===== src/design/pts_pkg.sv =====
/*
  Shared constants for the PCM time-slot port with A/B signaling: the codec end
  (pts_codec) and the timing/supervision end (pts_ctrl), joined by pts_if.
  Assumes one 100 MHz system clock shared by both ends; the shift clock and the
  strobes are link signals that every receiver samples through two flip-flops.
*/
// Notes on behaviour
// - Receive A/B latched in same frame as select edge.
// - Controller raises receive select frame 6, drops frame 12.
// - Carrier frame: 24 slots of 8 bits plus one.
// - Alternate frame: 30 voice plus 2 service slots.
// - Transmit and receive each follow their own strobe.
// - Timing needs shift clock, frame and superframe pulses.
// - Strobes of any width work if high for at least one system clock; only the rise is used.
// - Single line: system and shift clocks locked to sync.
// - One sync signal may serve as both strobes.
// - Transmit select rise samples A, fall samples B.
// - Captured bit sent in the following frame.
// - Signaling bit replaces word LSB every sixth frame.
// - Strobe rise resets bit count; output released after eight.
package pts_pkg;
  localparam int WORD_BITS = 8;
  localparam int SLOTS_T1 = 24;
  localparam int FRAME_BITS_T1 = SLOTS_T1 * WORD_BITS + 1;
  localparam int SLOTS_E1 = 32;
  localparam int FRAME_BITS_E1 = SLOTS_E1 * WORD_BITS;
  localparam int SUPERFRAME = 12;
  localparam int SIG_FRAME_A = 6;
  localparam int SIG_FRAME_B = 12;
  localparam int CLK_PERIOD_NS = 10;
  localparam int SCLK_HALF_NS = 40;
  localparam int SCLK_HALF_CYC = (SCLK_HALF_NS + CLK_PERIOD_NS - 1) / CLK_PERIOD_NS;
  localparam int SYNC_STAGES = 2;
endpackage


===== src/design/pts_if.sv =====
/*
  Link between the codec end and the timing end of the PCM port.
  Assumes both ends share the system clock; the bench may watch every signal.
*/
`timescale 1ns/1ps
`default_nettype none
interface pts_if;
  logic sclk;
  logic tx_strobe;
  logic rx_strobe;
  logic tx_ab_sel;
  logic rx_ab_sel;
  logic pcm_out;
  logic pcm_out_oe;
  logic pcm_in;
  modport codec
  (
    input sclk, tx_strobe, rx_strobe, tx_ab_sel, rx_ab_sel, pcm_in,
    output pcm_out, pcm_out_oe
  );
  modport ctrl
  (
    output sclk, tx_strobe, rx_strobe, tx_ab_sel, rx_ab_sel, pcm_in,
    input pcm_out, pcm_out_oe
  );
endinterface
`default_nettype wire


===== src/design/pts_codec.sv =====
/*
  Codec end of the PCM time-slot port: shifts one 8-bit word out and one in per
  frame under independent transmit and receive strobes, with A/B signaling.
  Assumes the link signals are asynchronous to clock and sampled here; the user
  side supplies transmit words through a FIFO and takes received words.
*/
`timescale 1ns/1ps
`default_nettype none
module pts_codec
(
  // Clock and reset.
  input wire logic clock,
  input wire logic rst_b,
  // Link.
  pts_if.codec link,
  // Transmit words from the coder.
  input wire logic tx_valid,
  output logic tx_ready,
  input wire logic [7:0] tx_word,
  // Transmit signaling inputs from line supervision.
  input wire logic sig_a_in,
  input wire logic sig_b_in,
  // Received words to the decoder.
  output logic rx_valid,
  output logic [7:0] rx_word,
  // Received signaling outputs.
  output logic sig_a_out,
  output logic sig_b_out
);
  localparam int W = pts_pkg::WORD_BITS;
  // ==========================================
  // Input synchronisers
  logic [4:0] s1_r, s2_r, s3_r;
  always_ff @(posedge clock or negedge rst_b)
  begin
    if (!rst_b)
    begin
      s1_r <= '0;
      s2_r <= '0;
      s3_r <= '0;
    end
    else
    begin
      s1_r <= {link.sclk, link.tx_strobe, link.rx_strobe, link.tx_ab_sel, link.rx_ab_sel};
      s2_r <= s1_r;
      s3_r <= s2_r;
    end
  end
  logic sclk_rise, sclk_fall, txs_rise, rxs_rise, sig_a_s, sig_b_s, pin_s;
  logic txsel, rxsel;
  assign sclk_rise = s2_r[4] && !s3_r[4];
  assign sclk_fall = !s2_r[4] && s3_r[4];
  assign txs_rise = s2_r[3] && !s3_r[3];
  assign rxs_rise = s2_r[2] && !s3_r[2];
  assign txsel = s2_r[1];
  assign rxsel = s2_r[0];
  logic [2:0] d1_r, d2_r;
  always_ff @(posedge clock or negedge rst_b)
  begin
    if (!rst_b)
    begin
      d1_r <= '0;
      d2_r <= '0;
    end
    else
    begin
      d1_r <= {sig_a_in, sig_b_in, link.pcm_in};
      d2_r <= d1_r;
    end
  end
  assign sig_a_s = d2_r[2];
  assign sig_b_s = d2_r[1];
  assign pin_s = d2_r[0];
  // ==========================================
  // Transmit word buffer
  logic fifo_valid, fifo_pop;
  logic [7:0] fifo_word;
  pts_fifo #(.WIDTH(8), .DEPTH(4)) u_fifo
  (
    .clock(clock),
    .rst_b(rst_b),
    .in_valid(tx_valid),
    .in_ready(tx_ready),
    .in_data(tx_word),
    .out_valid(fifo_valid),
    .out_ready(fifo_pop),
    .out_data(fifo_word)
  );
  // ==========================================
  // Transmit section
  logic [3:0] tcnt_r, tcnt_nxt;
  logic [7:0] tsh_r, tsh_nxt;
  logic out_r, out_nxt, oe_r, oe_nxt;
  logic tsel_r, tsel_nxt, tcap_r, tcap_nxt, tpend_r, tpend_nxt;
  logic [7:0] tword;
  assign fifo_pop = txs_rise && fifo_valid;
  always_comb
  begin
    tcnt_nxt = tcnt_r;
    tsh_nxt = tsh_r;
    out_nxt = out_r;
    oe_nxt = oe_r;
    tsel_nxt = tsel_r;
    tcap_nxt = tcap_r;
    tpend_nxt = tpend_r;
    tword = fifo_valid ? fifo_word : 8'hFF;
    if (txs_rise)
    begin
      // Select is looked at only on strobe edges, so one shared line serves all slots.
      tpend_nxt = 1'b0;
      if (txsel != tsel_r)
      begin
        tsel_nxt = txsel;
        tcap_nxt = txsel ? sig_a_s : sig_b_s;
        tpend_nxt = 1'b1;
      end
      if (tpend_r)
        tword[0] = tcap_r;
      tsh_nxt = tword;
      tcnt_nxt = 4'h0;
      oe_nxt = 1'b1;
      out_nxt = tword[W-1];
    end
    else if (sclk_fall && oe_r && tcnt_r != 4'h0)
    begin
      out_nxt = tsh_r[W-1];
    end
    else if (sclk_rise && oe_r)
    begin
      tsh_nxt = {tsh_r[W-2:0], 1'b0};
      tcnt_nxt = tcnt_r + 4'h1;
      if (tcnt_r == 4'(W - 1))
        oe_nxt = 1'b0;
    end
  end
  always_ff @(posedge clock or negedge rst_b)
  begin
    if (!rst_b)
    begin
      tcnt_r <= '0;
      tsh_r <= '0;
      out_r <= 1'b0;
      oe_r <= 1'b0;
      tsel_r <= 1'b0;
      tcap_r <= 1'b0;
      tpend_r <= 1'b0;
    end
    else
    begin
      tcnt_r <= tcnt_nxt;
      tsh_r <= tsh_nxt;
      out_r <= out_nxt;
      oe_r <= oe_nxt;
      tsel_r <= tsel_nxt;
      tcap_r <= tcap_nxt;
      tpend_r <= tpend_nxt;
    end
  end
  assign link.pcm_out = out_r;
  assign link.pcm_out_oe = oe_r;
  // ==========================================
  // Receive section
  logic [3:0] rcnt_r, rcnt_nxt;
  logic [7:0] rsh_r, rsh_nxt, rword_r, rword_nxt;
  logic rv_r, rv_nxt, rsel_r, rsel_nxt, ra_r, ra_nxt, rb_r, rb_nxt;
  logic rgrab_r, rgrab_nxt;
  always_comb
  begin
    rcnt_nxt = rcnt_r;
    rsh_nxt = rsh_r;
    rword_nxt = rword_r;
    rv_nxt = 1'b0;
    rsel_nxt = rsel_r;
    ra_nxt = ra_r;
    rb_nxt = rb_r;
    rgrab_nxt = rgrab_r;
    if (rxs_rise)
    begin
      rcnt_nxt = 4'h0;
      if (rxsel != rsel_r)
      begin
        rsel_nxt = rxsel;
        rgrab_nxt = 1'b1;
      end
    end
    else if (sclk_rise && rcnt_r != 4'(W))
    begin
      rsh_nxt = {rsh_r[W-2:0], pin_s};
      rcnt_nxt = rcnt_r + 4'h1;
      if (rcnt_r == 4'(W - 1))
      begin
        rword_nxt = {rsh_r[W-2:0], pin_s};
        rv_nxt = 1'b1;
        if (rgrab_r)
        begin
          // Latched in the frame of the select edge; held until the next one.
          if (rsel_r)
            ra_nxt = pin_s;
          else
            rb_nxt = pin_s;
          rgrab_nxt = 1'b0;
        end
      end
    end
  end
  always_ff @(posedge clock or negedge rst_b)
  begin
    if (!rst_b)
    begin
      rcnt_r <= 4'(W);
      rsh_r <= '0;
      rword_r <= '0;
      rv_r <= 1'b0;
      rsel_r <= 1'b0;
      ra_r <= 1'b0;
      rb_r <= 1'b0;
      rgrab_r <= 1'b0;
    end
    else
    begin
      rcnt_r <= rcnt_nxt;
      rsh_r <= rsh_nxt;
      rword_r <= rword_nxt;
      rv_r <= rv_nxt;
      rsel_r <= rsel_nxt;
      ra_r <= ra_nxt;
      rb_r <= rb_nxt;
      rgrab_r <= rgrab_nxt;
    end
  end
  assign rx_valid = rv_r;
  assign rx_word = rword_r;
  assign sig_a_out = ra_r;
  assign sig_b_out = rb_r;
endmodule
`default_nettype wire


===== src/design/pts_fifo.sv =====
/*
  Small flip-flop FIFO with valid/ready on both sides.
  Assumes one clock and an active-low asynchronous reset.
*/
`timescale 1ns/1ps
`default_nettype none
module pts_fifo
#(
  parameter int WIDTH = 8,
  parameter int DEPTH = 4
)
(
  // Clock and reset.
  input wire logic clock,
  input wire logic rst_b,
  // Fill side.
  input wire logic in_valid,
  output logic in_ready,
  input wire logic [WIDTH-1:0] in_data,
  // Drain side.
  output logic out_valid,
  input wire logic out_ready,
  output logic [WIDTH-1:0] out_data
);
  localparam int AW = (DEPTH > 1) ? $clog2(DEPTH) : 1;
  initial
  begin
    if (DEPTH < 2 || (DEPTH & (DEPTH - 1)) != 0)
      $error("pts_fifo depth must be a power of two, at least 2");
  end
  logic [WIDTH-1:0] mem_r [DEPTH];
  logic [AW:0] wr_r, wr_nxt, rd_r, rd_nxt;
  logic push, pop;
  // ==========================================
  // Pointers
  assign in_ready = (wr_r - rd_r) != (AW+1)'(DEPTH);
  assign out_valid = wr_r != rd_r;
  assign push = in_valid && in_ready;
  assign pop = out_valid && out_ready;
  assign out_data = mem_r[rd_r[AW-1:0]];
  always_comb
  begin
    wr_nxt = push ? wr_r + (AW+1)'(1) : wr_r;
    rd_nxt = pop ? rd_r + (AW+1)'(1) : rd_r;
  end
  always_ff @(posedge clock or negedge rst_b)
  begin
    if (!rst_b)
    begin
      wr_r <= '0;
      rd_r <= '0;
    end
    else
    begin
      wr_r <= wr_nxt;
      rd_r <= rd_nxt;
    end
  end
  // Storage has no reset; only written entries are ever read.
  always_ff @(posedge clock)
  begin
    if (push)
      mem_r[wr_r[AW-1:0]] <= in_data;
  end
endmodule
`default_nettype wire


===== src/flat_wrapper.sv =====
// flat-port wrapper written by rule: the top's interface ports become plain ports
module pts_codec_flat 
  (clock, rst_b, tx_valid, tx_ready, tx_word, sig_a_in, sig_b_in, rx_valid, rx_word, sig_a_out, sig_b_out, link_sclk, link_tx_strobe, link_rx_strobe, link_tx_ab_sel, link_rx_ab_sel, link_pcm_in, link_pcm_out, link_pcm_out_oe);
  pts_if link_i ();
  input wire logic clock;
  input wire logic rst_b;
  input wire logic tx_valid;
  output logic tx_ready;
  input wire logic [7:0] tx_word;
  input wire logic sig_a_in;
  input wire logic sig_b_in;
  output logic rx_valid;
  output logic [7:0] rx_word;
  output logic sig_a_out;
  output logic sig_b_out;
  input wire logic [$bits(link_i.sclk)-1:0] link_sclk;
  input wire logic [$bits(link_i.tx_strobe)-1:0] link_tx_strobe;
  input wire logic [$bits(link_i.rx_strobe)-1:0] link_rx_strobe;
  input wire logic [$bits(link_i.tx_ab_sel)-1:0] link_tx_ab_sel;
  input wire logic [$bits(link_i.rx_ab_sel)-1:0] link_rx_ab_sel;
  input wire logic [$bits(link_i.pcm_in)-1:0] link_pcm_in;
  output wire logic [$bits(link_i.pcm_out)-1:0] link_pcm_out;
  output wire logic [$bits(link_i.pcm_out_oe)-1:0] link_pcm_out_oe;
  assign link_i.sclk = link_sclk;
  assign link_i.tx_strobe = link_tx_strobe;
  assign link_i.rx_strobe = link_rx_strobe;
  assign link_i.tx_ab_sel = link_tx_ab_sel;
  assign link_i.rx_ab_sel = link_rx_ab_sel;
  assign link_i.pcm_in = link_pcm_in;
  assign link_pcm_out = link_i.pcm_out;
  assign link_pcm_out_oe = link_i.pcm_out_oe;
  pts_codec u_core (.clock(clock), .rst_b(rst_b), .link(link_i), .tx_valid(tx_valid), .tx_ready(tx_ready), .tx_word(tx_word), .sig_a_in(sig_a_in), .sig_b_in(sig_b_in), .rx_valid(rx_valid), .rx_word(rx_word), .sig_a_out(sig_a_out), .sig_b_out(sig_b_out));
endmodule

===== config.mk =====
export PLATFORM = sky130hd
export DESIGN_NAME = pts_codec_flat
export DESIGN_NICKNAME = d
export VERILOG_FILES = /design/src/design/pts_pkg.sv /design/src/design/pts_if.sv /design/src/design/pts_codec.sv /design/src/design/pts_fifo.sv /design/src/flat_wrapper.sv
export SDC_FILE = /design/constraint.sdc
export NUM_CORES = 1
export LEC_CHECK = 0
export BUFFER_PORTS_ARGS = -buffer_cell sky130_fd_sc_hd__buf_2
export CAP_MARGIN = 20
export CELL_PAD_IN_SITES_DETAIL_PLACEMENT = 1
export CELL_PAD_IN_SITES_GLOBAL_PLACEMENT = 2
export CORE_ASPECT_RATIO = 1.75
export CORE_UTILIZATION = 47
export CTS_BUF_LIST = sky130_fd_sc_hd__clkbuf_4 sky130_fd_sc_hd__clkbuf_8
export CTS_CLUSTER_DIAMETER = 50
export DETAILED_ROUTE_END_ITERATION = 8
export PLACE_DENSITY = 0.89
export SYNTH_ARGS = -nofsm -noshare
export SYNTH_HDL_FRONTEND = slang
export SYNTH_SLANG_ARGS = --single-unit

===== constraint.sdc =====
create_clock -name clock -period 6.3 [get_ports clock]
set_clock_uncertainty 0.2 [all_clocks]
set_input_delay 0.945 -clock clock [delete_from_list [all_inputs] [get_ports clock]]
set_output_delay 0.945 -clock clock [all_outputs]
set_load 0.005 [all_outputs]

# After elaboration in Yosys (flattened, before gate mapping)
# Memories as Yosys holds them, arrays and structs flattened.
# Cells that the tools add are included.
[word_totals]
n_memories = 1
mem_bits_rw = 32
elab_cells = 96
register_bits = 68
output_inout_bits = 14
inputBits = 19
[memory_table]
columns = ["memory", "words", "word_bits", "read_ports", "rd_ports_with_merged_regs", "wr", "line_no", "source"]
rows = [
  ["u_core.u_fifo.mem_r", 4, 8, 1, 0, 1, "pts_fifo.sv:31", "logic [WIDTH-1:0] mem_r [DEPTH];"],
]
[classes]
n_bitwise = 2
n_addsub = 5
n_mux = 27
eq_ne = 9
reduce_logical = 30
[ops]
columns = ["cell", "n"]
rows = [
  ["two-way mux 8 bit", 4],
  ["two-way mux 4 bit", 5],
  ["two-way mux 1 bit", 18],
  ["logical AND 1 bit", 11],
  ["AND reduction 5 bit", 2],
  ["nonzero test 2 bit", 5],
  ["AND reduction 3 bit", 3],
  ["adder 4 x 1 -> 4 bit (second input constant)", 2],
  ["equality test 4 x 3 -> 1 bit (second input constant)", 2],
  ["AND reduction 2 bit", 4],
  ["adder 3 x 1 -> 3 bit (second input constant)", 2],
  ["zero test 1 bit", 4],
  ["!= test 4 bit (second input constant)", 1],
  ["nonzero test 4 bit", 1],
  ["!= test 3 bit", 1],
  ["!= test 3 bit (second input constant)", 1],
  ["subtractor 3 bit", 1],
  ["!= test 1 bit", 2],
  ["!= test 2 x 1 -> 1 bit (second input constant)", 1],
  ["!= test 2 bit (second input constant)", 1],
  ["inverter 1 bit", 2],
]

# Depth between registers and ports, before layout
# Gate-level depths: netlist of the first run.
[logic_depth]
depth_word = 6
depth_mapped = 7
ltp_nobuf = 6

# By module
# From an unflattened synthesis of the first run, not the netlist that was laid out.
[hier_totals]
cells_unflattened = 274
hier_area_um2 = 3955.0
[modules_own_cells]
columns = ["mod", "area_each_um2", "cells_per_inst", "seq_area_each_um2", "instances"]
rows = [
  ["pts_codec", 2377.3, 196, 1502.7, 1],
  ["pts_fifo", 1577.8, 78, 1111.1, 1],
]

# Worst setup path after synthesis of the first run
# No wires, ideal clock.
[synth_path]
path_type = "register to output"
from = "register u_core.u_fifo.rd_r[1]"
to = "output port tx_ready"
slack_ns = 3.761
path_stages_with_launch = 7
arrival_ns = 1.394
required_time_ns = 5.155
n_path_buf = 1
path_cell_list = "dfrtp_1 -> clkbuf_1 -> inv_1 -> ha_1 -> nand2b_1 -> xnor2_2 -> nand3_1"
[synth_via]
elab_chain_len = 2
[synth_rtl]
columns = ["item", "line_no", "source"]
rows = [
  ["start, declared", "pts_fifo.sv:32", "logic [AW:0] wr_r, wr_nxt, rd_r, rd_nxt;"],
  ["start signal, assigned", "pts_fifo.sv:56", "rd_r <= rd_nxt;"],
  ["subtractor 3 bit", "pts_fifo.sv:36", "assign in_ready = (wr_r - rd_r) != (AW+1)'(DEPTH);"],
  ["!= test 3 bit", "pts_fifo.sv:36", ""],
  ["end, declared", "flat_wrapper.sv:8", "output logic tx_ready;"],
]
# No other way between the ends.

# Worst setup path in the final report of the first run
[layout_path]
from = "register u_core.u_fifo.rd_r[0]"
to = "output port tx_ready"
# Same word-level chain as after synthesis.

==> impl_results.md, run 1 <==
* Status: finished, violations left
* Violated checks: design-rule violations
* Post-synth top area share at 0.419
* Switching Share at 0.287
* Synth warnings at 0
* RD Place Congestion at 0.759
* Final Setup Violations at 0
* TritonCTS clock tree: yes
* Die X at 70.7 µm
* ANT cells at 0
* Die H at 122 µm
* Sequential cell area at 0.00261 mm²
* Worst-path cell chain: ha_1 > nand2b_1 > xnor2_2 > nand3_1 > buf_2
* PortBufs at 32
* Crit path buffers/inverters at 1
* Register area share after synthesis at 0.674
* Syn Area/Cell at 14.5 µm²
* # fillers at 794
* Worst min path class: reg -> reg
* Initial antenna violation count at 0
* First DRT Iteration DRCs at 95
* # Post-CTS Setup Buffers at 0
* Slew Limit Fails at 0
* Dpl hpwl at 4.42 mm
* CP Capture Type: output pin
* DRC at 10
* VDD IR max at 0.000237 V
* Area Growth Syn to Fin at 11.8%
* Async S/R FF share, synth at 0.673
* P per Cell Area at 392 mW/mm²
* First-pass GRT wire length at 10.4 mm
* Synth area leaders: dfrtp_1 42%, edfxtp_1 25%, mux2_2 5.5%
* Num CTS Buffers at 9
* Count leader, synth: dfrtp_1
* Post-place setup slack at 3.59 ns
* Slowest cell on the critical path: dfrtp_1
* Drt wl/cell at 15.5 µm
* Crit start category: flop
* Slew @ Worst Pin at 0.824 ns
* Yosys reg bits at 98
* Final worst slack at 3.22 ns
* Max-cap violation count at 0
* Yosys top cell by area: dfrtp_1
* NetSw at 488 µW
* Router iterations before antenna repair at 8
* RSZ-0062 raised after global routing: false
* Clock transition at path regs at 0.08 ns
* Worst EP required at 5.15 ns
* CTS Root Cell: clkbuf_8
* Max Clk Rate at 325 MHz
* Clock power frac at 0.245
* DR vias at 2103
* Final hold slack at 0.153 ns
* Vias in the first global route at 2200
* Final hold violation count at 0
* Dominant synthesized flop cell: dfrtp_1
* Via/cell ratio at 5.28
* Starting Density at 0.487
* Sequential power share at 0.527
* Min Tclk post-route at 3.08 ns
* Die Area at 0.00864 mm²
* Clock sinks at 98
* Nets at 333
* Total power at 1700 µW
* Skew-Pair Late Insertion Delay at 0.35 ns
* EDFF count, synth at 32
* Unique cell type count in the Yosys netlist at 38
* Final core utilization at 0.545
* Synth cell count leaders: 65 x dfrtp_1, 32 x edfxtp_1, 30 x nand2_1, 19 x mux2_2, 18 x nor2_1
* Worst Setup Path Type: reg -> out
* Clock H-tree levels at 3
* Num ports at 33
* Worst path arrival time at 1.93 ns
* Standard-cell rows at 43
* Post-CTS resize count at 0
* Post-synthesis cell area at 0.00388 mm²
* Family with the most delay on the worst path: flip-flops
* Final ANT Viol Nets at 0
* Sum Neg Setup Slack at 0 ns
* Comb pwr share at 0.228
* Multi-input gate area at 0.00119 mm²
* Cell count after synthesis at 267
* Post-CTS Hold Fix Bufs at 0
* Layout cell share with drive strength beyond 1 at 0.273
* R2r setup slk at 3.78 ns
* P_leak at 0.00188 µW
* Cell internal pwr at 1210 µW
* Mapped Nets at 297
* Maximum buffer depth of the clock tree at 2
* Total GRT Usage at 0.164
* Max-slew headroom at 0.451
* Post-Route WL at 6.15 mm
* Critical-path maximum fanout at 11
* Pin count of the biggest net entering global routing at 67
* CP peak stage delay at 0.72 ns
* Core area at 0.00796 mm²
* Grt ovf at 0
* Fin crit share at 0.489
## final cells by class
class / instances / share of cell area
Inverter: 12 / 0.0104
Multi-Input combinational cell: 149 / 0.274
Timing Repair Buffer: 33 / 0.0387
Clock buffer: 14 / 0.0401
Clock inverter: 2 / 0.00865
Tap cell: 90 / 0.0260
Sequential cell: 98 / 0.603
## cells by family (layout without fill, tap and decap cells)
logic type	count (synthesis)	count (layout)	share of synthesized area
AO/OA/AOI/OAI	25	25	0.0442
XOR/XNOR	12	12	0.0310
adder cells (fa/ha/maj)	11	11	0.0355
buffers and inverters	20	61	0.0203
flip-flops	98	98	0.674
multiplexers	30	30	0.111
AND/OR/NAND/NOR	71	71	0.0848
## flip-flops by register name, indices dropped and copies added, names as in the netlist, 3 cells and up
signal / flops
u_core.rcnt_r: 4
u_core.d1_r: 3
u_core.s2_r: 5
u_core.u_fifo.mem_r: 32
u_core.u_fifo.wr_r: 3
u_core.u_fifo.rd_r: 3
u_core.tcnt_r: 4
u_core.rsh_r: 7
u_core.tsh_r: 8
u_core.s3_r: 3
u_core.d2_r: 3
u_core.s1_r: 5
u_core.rx_word: 8
## power by group through the flow
stage	clock network, µW	logic, µW	registers (µW)
after floorplan	0	334	860
after global placement	0	376	902
after detailed placement	0	394	911
after CTS	432	400	899
after global routing	450	434	916
final	416	388	895
## path summary, 6_finish.rpt
path / cells after the start / to / start
worst max-delay path: 5 / tx_ready / u_core.u_fifo.rd_r[0]
worst min-delay path: 0 / u_core.s2_r[3] / u_core.s1_r[3]
worst max register to register: 5 / u_core.u_fifo.mem_r[1][7] / u_core.u_fifo.rd_r[0]
worst min register to register: 0 / u_core.s2_r[3] / u_core.s1_r[3]
max in group asynchronous: 2 / u_core.s2_r[1] / rst_b
min in group asynchronous: 2 / u_core.rcnt_r[0] / rst_b
## routing by layer
layer	global-route usage	up-vias	wire length (µm)
met5	0	-	0
met2	0.294	29	3470
met3	0.0422	13	181
met1	0.176	1064	2370
li1	-	997	-
met4	0.0825	0	124
## per-stage QoR
step	instance area [µm²]	std cells
after CTS	4340	398
after global routing	4340	398
final	4340	398
after floorplan	3880	267
after detailed placement	4130	382
after global placement	4130	382
## cell usage in the layout (no fill, tap or decap), types with 2 or more instances in the layout
cell type and instances:
nor2b_1 3, mux2_2 19, edfxtp_1 32, dfrtp_1 65
xnor2_1 4, inv_1 12, ha_1 11, buf_2 32
a31oi_1 7, clkbuf_8 11, nand3_1 6, mux2i_1 2
clkbuf_4 3, o21ai_0 6, and2_1 2, a21oi_1 5
mux4_2 8, nand2_1 30, nor2_1 18, nand2b_1 5
xor2_1 6, and3b_1 2
Power figures use the tool's default switching activity.
==> run 2, diff against run 1 <==
- CORE_UTILIZATION: 47 -> 40
- PLACE_DENSITY: 0.89 -> 0.81
- clock period: 6.3 -> 2.6 ns (I/O delays scaled with it)
==> run 2 against run 1 <==
  * The run now ends clean
  * Sequential power is 130% higher
  * First-iteration DRC count is 32% lower
  * Final cell count is 12% higher
  * Critical endpoint unchanged
  * Largest cell class unchanged
  * Highest routed layer unchanged
==> impl_results.md, run 2 (synthesis gave the netlist of run 1 again) <==
* Drt wl/cell at 15.0 µm (was 15.5 µm)
* PortBufs at 32 (unchanged)
* Clock power frac at 0.214 (was 0.245)
* Total GRT Usage at 0.146 (was 0.164)
* CTS Root Cell: clkbuf_8 (unchanged)
* Worst path arrival time at 1.72 ns (was 1.93 ns)
* Dpl hpwl at 4.65 mm (was 4.42 mm)
* Worst Setup Path Type: reg -> out (unchanged)
* Starting Density at 0.410 (was 0.487)
* DR vias at 2163 (was 2103)
* Worst-path cell chain: ha_1 > nand2b_1 > xnor2_2 > nand3_1 > buf_2 (unchanged)
* Slew @ Worst Pin at 0.638 ns (was 0.824 ns)
* Final hold violation count at 0 (unchanged)
* Status: complete, no violations (was finished, violations left)
* Router iterations before antenna repair at 4 (was 8)
* Layout cell share with drive strength beyond 1 at 0.276 (was 0.273)
* Die Area at 0.0101 mm² (was 0.00864 mm²)
* Nets at 347 (was 333)
* Post-CTS Hold Fix Bufs at 9 (was 0)
* # Post-CTS Setup Buffers at 0 (unchanged)
* Die X at 76.5 µm (was 70.7 µm)
* Via/cell ratio at 4.87 (was 5.28)
* RD Place Congestion at 0.711 (was 0.759)
* Comb pwr share at 0.261 (was 0.228)
* Num CTS Buffers at 9 (unchanged)
* Sum Neg Setup Slack at 0 ns (unchanged)
* Total power at 4010 µW (was 1700 µW)
* Slew Limit Fails at 0 (unchanged)
* P per Cell Area at 895 mW/mm² (was 392 mW/mm²)
* TritonCTS clock tree: yes (unchanged)
* P_leak at 0.00191 µW (was 0.00188 µW)
* Most frequent cells in the layout: 65 x dfrtp_1, 32 x buf_2, 32 x edfxtp_1 (unchanged)
* First DRT Iteration DRCs at 65 (was 95)
* Family with the most delay on the worst path: flip-flops (unchanged)
* Pin count of the biggest net entering global routing at 67 (unchanged)
* Min Tclk post-route at 2.31 ns
* Slowest cell on the critical path: dfrtp_1 (unchanged)
* RSZ-0062 raised after global routing: false (unchanged)
* First-pass GRT wire length at 11.3 mm (was 10.4 mm)
* Vias in the first global route at 2383 (was 2200)
* Post-CTS resize count at 0 (unchanged)
* Clock transition at path regs at 0.09 ns (was 0.08 ns)
* Crit start category: flop (unchanged)
* Num ports at 33 (unchanged)
* Critical-path maximum fanout at 5 (was 11)
* Post-Route WL at 6.64 mm (was 6.15 mm)
* NetSw at 1230 µW (was 488 µW)
* Clock H-tree levels at 3 (unchanged)
* Area Growth Syn to Fin at 15.4% (was 11.8%)
* R2r setup slk at 0.35 ns (was 3.78 ns)
* Die H at 132 µm (was 122 µm)
* Worst min path class: in -> reg (was reg -> reg)
* Worst EP required at 2.01 ns (was 5.15 ns)
* DRC at 0 (was 10)
* Max-cap violation count at 0 (unchanged)
* Number of flip-flops under the largest register name at 32 (unchanged)
* Crit path buffers/inverters at 1 (unchanged)
* Maximum buffer depth of the clock tree at 2 (unchanged)
* Switching Share at 0.306 (was 0.287)
* Max-slew headroom at 0.573 (was 0.451)
* Standard-cell rows at 47 (was 43)
* Final ANT Viol Nets at 0 (unchanged)
* Max Clk Rate at 432 MHz
* Core area at 0.00947 mm² (was 0.00796 mm²)
* Fin crit share at 0.889
* Sequential power share at 0.525 (was 0.527)
* VDD IR max at 0.000699 V (was 0.000237 V)
* CP peak stage delay at 0.44 ns (was 0.72 ns)
* ANT cells at 0 (unchanged)
* Grt ovf at 0 (unchanged)
* Initial antenna violation count at 0 (unchanged)
* Skew-Pair Late Insertion Delay at 0.36 ns (was 0.35 ns)
* CP Capture Type: output pin (unchanged)
* Final Setup Violations at 0 (unchanged)
* Clock sinks at 98 (unchanged)
* Commonest non-fill, non-tap cell in the layout: dfrtp_1 (unchanged)
* Cell internal pwr at 2780 µW (was 1210 µW)
[run 2: metrics by stage]
step                      utilization  area (µm²)  instances  hold slack, ns  worst slack, ns
after global placement          0.445        4220        419           0.134            0.430
final                           0.473        4480        444          0.0422            0.288
after floorplan                     -        3880        267          -0.106            0.310
after CTS                       0.473        4480        444          0.0176            0.262
after global routing            0.473        4480        444          0.0228            0.180
after detailed placement        0.445        4220        419           0.136            0.365
[run 2: path summary, 6_finish.rpt]
| check | from | endpoint | cells past startpoint |
|---|---|---|---|
| min in group asynchronous | rst_b | u_core.s2_r[0] | 3 |
| max | u_core.u_fifo.wr_r[1] | tx_ready | 5 |
| max in group asynchronous | rst_b | u_core.rcnt_r[3] | 3 |
| min | tx_word[3] | u_core.u_fifo.mem_r[2][3] | 1 |
| max reg2reg | u_core.u_fifo.wr_r[1] | u_core.u_fifo.mem_r[1][4] | 5 |
| min reg2reg | u_core.s1_r[4] | u_core.s2_r[4] | 0 |
[run 2: cell type report]
type | count | area, µm²
Clock inverter | 7 | 46.3
Multi-Input combinational cell | 149 | 1190
Clock buffer | 9 | 124
Timing Repair Buffer | 47 | 308
Inverter | 12 | 45.0
Sequential cell | 98 | 2610
Tap cell | 122 | 153
Fill cell | 961 | 4990
[run 2: power groups by stage]
stage                     clock network, µW  logic (µW)  registers, µW
after floorplan                           0         808           2080
after global placement                    0        1020           2120
after detailed placement                  0        1060           2140
after CTS                               893        1080           2110
after global routing                    949        1190           2140
final                                   859        1050           2100
[run 2: layer usage]
layer,part of all wire,wire (µm),track usage,vias up
met2,0.56,3700,0.266,34
met3,0.031,209,0.0457,8
met1,0.40,2630,0.157,1095
li1,-,-,-,1026
met5,0,0,0,-
met4,0.015,101,0.0545,0
==> run 3, diff against run 2 <==
--- a/config.mk
+++ b/config.mk
@@ -15,5 +15,5 @@
 export CTS_CLUSTER_DIAMETER = 50
 export DETAILED_ROUTE_END_ITERATION = 8
-export PLACE_DENSITY = 0.81
+export PLACE_DENSITY = 0.76
 export SYNTH_ARGS = -nofsm -noshare
 export SYNTH_HDL_FRONTEND = slang
==> constraint.sdc (replaced) <==
create_clock -name clock -period 2.6 [get_ports clock]
set_clock_uncertainty 0.2 [all_clocks]
set_input_delay 0.13 -clock clock [delete_from_list [all_inputs] [get_ports clock]]
set_output_delay 0.13 -clock clock [all_outputs]
set_load 0.005 [all_outputs]
==> run 3 against run 2 <==
  * Via count is essentially flat
  * Routed wire length is 0.87% higher
  * Die area stayed put
  * Clock power up 19%
  * Non-clock buffer count grew 9
  * Core utilization rose by 1.3 points
  * Flip-flop and latch count unchanged
  * Power is 4.3% higher
  * Fmax rose by 3.4%
==> impl_results.md, run 3 (synthesis gave the netlist of run 1 again) <==
* Max Clk Rate at 447 MHz (was 432 MHz)
* Die Area at 0.0101 mm² (unchanged)
* Placed Area at 0.00422 mm² (unchanged)
* DRC at 0 (unchanged)
* Layout cell share with drive strength beyond 1 at 0.269 (was 0.276)
* Number of flip-flops under the largest register name at 32 (unchanged)
* Nets at 356 (was 347)
* CP peak stage delay at 0.44 ns (about the same)
* RSZ-0062 raised after global routing: false (unchanged)
* TritonCTS clock tree: yes (unchanged)
* Slowest cell on the critical path: dfrtp_1 (unchanged)
* Num ports at 33 (unchanged)
* VDD IR max at 0.000610 V (was 0.000699 V)
* Post-Route WL at 6.70 mm (was 6.64 mm)
* Maximum buffer depth of the clock tree at 2 (unchanged)
* Crit start category: flop (unchanged)
* Clock sinks at 98 (unchanged)
* Starting Density at 0.410 (unchanged)
* CTS Root Cell: clkbuf_8 (unchanged)
* Total GRT Usage at 0.152 (was 0.146)
* CP Capture Type: flop (was output pin)
* Skew-Pair Late Insertion Delay at 0.36 ns (about the same)
* Initial antenna violation count at 0 (unchanged)
* Min Tclk post-route at 2.24 ns (was 2.31 ns)
* Dpl hpwl at 4.68 mm (was 4.65 mm)
* Die X at 76.5 µm (unchanged)
* RD Place Congestion at 0.724 (was 0.711)
* Final ANT Viol Nets at 0 (unchanged)
* Most frequent cells in the layout: 65 x dfrtp_1, 32 x buf_2, 32 x edfxtp_1 (unchanged)
* Status: complete, no violations (unchanged)
* P_leak at 0.00198 µW (was 0.00191 µW)
* Post-CTS resize count at 0 (unchanged)
* Worst path arrival time at 2.06 ns (was 1.72 ns)
* Max-cap violation count at 0 (unchanged)
* Critical-path maximum fanout at 8 (was 5)
* Via/cell ratio at 4.78 (was 4.87)
* Standard-cell rows at 47 (unchanged)
* Die H at 132 µm (unchanged)
* Clock transition at path regs at 0.10 ns (was 0.09 ns)
* Final instance area at 0.00460 mm² (was 0.00448 mm²)
* Worst EP required at 2.43 ns (was 2.01 ns)
* First DRT Iteration DRCs at 108 (was 65)
* Vias in the first global route at 2423 (was 2383)
* Final hold violation count at 0 (unchanged)
* Num CTS Buffers at 9 (unchanged)
* Worst Setup Path Type: reg -> reg (was reg -> out)
* Crit path buffers/inverters at 0 (was 1)
* P per Cell Area at 908 mW/mm² (was 895 mW/mm²)
* Drt wl/cell at 14.8 µm (was 15.0 µm)
* Commonest non-fill, non-tap cell in the layout: dfrtp_1 (unchanged)
* Slew Limit Fails at 0 (unchanged)
* Family with the most delay on the worst path: simple AND/OR/NAND/NOR gates (was flip-flops)
* Core area at 0.00947 mm² (unchanged)
* Worst-path cell chain: ha_1 > nand2b_1 > xnor2_2 > a31oi_4 > and2_1 (was ha_1 > nand2b_1 > xnor2_2 > nand3_1 > buf_2)
* Router iterations before antenna repair at 4 (unchanged)
* Max-slew headroom at 0.563 (was 0.573)
* Slew @ Worst Pin at 0.654 ns (was 0.638 ns)
* # Post-CTS Setup Buffers at 0 (unchanged)
* Fin crit share at 0.860 (was 0.889)
* PortBufs at 32 (unchanged)
* First-pass GRT wire length at 11.7 mm (was 11.3 mm)
* Grt ovf at 0 (unchanged)
* Pin count of the biggest net entering global routing at 67 (unchanged)
* ANT cells at 0 (unchanged)
* Final Setup Violations at 0 (unchanged)
* Area Growth Syn to Fin at 18.7% (was 15.4%)
* DR vias at 2165 (was 2163)
* Worst min path class: in -> async (was in -> reg)
* Clock H-tree levels at 3 (unchanged)
* Sum Neg Setup Slack at 0 ns (unchanged)
==> run 3: changes by cell type in the layout (fill, tap and decap cells not counted), sizes merged <==
cell,change
clkinv,-1
bufinv,+1
inv,+4
clkinvlp,-4
dlygate4sd3,+9
==> run 3: worst paths after layout <==
kind / start / cells past startpoint / slack, ns / end
hold reg to reg: u_core.d1_r[2] / 0 / 0.15 / u_core.d2_r[2]
hold / removal: rst_b / 3 / 0.11 / u_core.s3_r[2]
setup reg to reg: u_core.u_fifo.wr_r[1] / 5 / 0.36 / u_core.u_fifo.mem_r[0][7]
max in group asynchronous: rst_b / 3 / 1.79 / u_core.rcnt_r[3]
setup / recovery: u_core.u_fifo.wr_r[1] / 5 / 0.36 / u_core.u_fifo.mem_r[0][7]
min in group clock: u_core.d1_r[2] / 0 / 0.15 / u_core.d2_r[2]
==> run 3: layer usage <==
metal	vias to the layer above	global-route usage	wire [µm]
met5	-	0	0
met4	0	0.0566	63
met3	4	0.0491	206
met2	34	0.276	3790
met1	1083	0.161	2640
li1	1044	-	-
==> run 3: worst min-delay path: stages <==
cell,delay [ns]
dlygate4sd3_1,0.52
buf_2,0.12
buf_12,0.31
==> run 3: final cells by class <==
cell class	count	area (µm²)
clock inverters	7	83.8
inverters	12	45.0
fillers	950	4860
flip-flops and latches	98	2610
well taps	122	153
clock buffers	9	124
repair buffers	56	398
multi-input cells	149	1190
==> run 3: power breakdown <==
| part | total, µW | leakage [µW] | switching, µW | internal [µW] |
|---|---|---|---|---|
| Combinational | 1050 | 0.000780 | 537 | 516 |
| Sequential | 2110 | 0.00110 | 179 | 1930 |
| Clock | 1020 | 0.000103 | 555 | 463 |
==> run 3: timing repair <==
action | in CTS | in global routing
endpoints found under the hold margin | 107 | 0
setup endpoints to repair | 0 | 0
hold buffers | 18 | 0
==> run 3: through the flow <==
| step | util | hold slack (ns) | setup WS [ns] | power [µW] | instances |
|---|---|---|---|---|---|
| floorplan | - | -0.366 | 0.310 | 2890 | 267 |
| global placement | 0.445 | -0.0228 | 0.418 | 3150 | 419 |
| detailed placement | 0.445 | -0.0235 | 0.357 | 3200 | 419 |
| CTS | 0.486 | 0.0954 | 0.338 | 4260 | 453 |
| global route | 0.486 | 0.105 | 0.276 | 4460 | 453 |
| finish | 0.486 | 0.107 | 0.365 | 4180 | 453 |
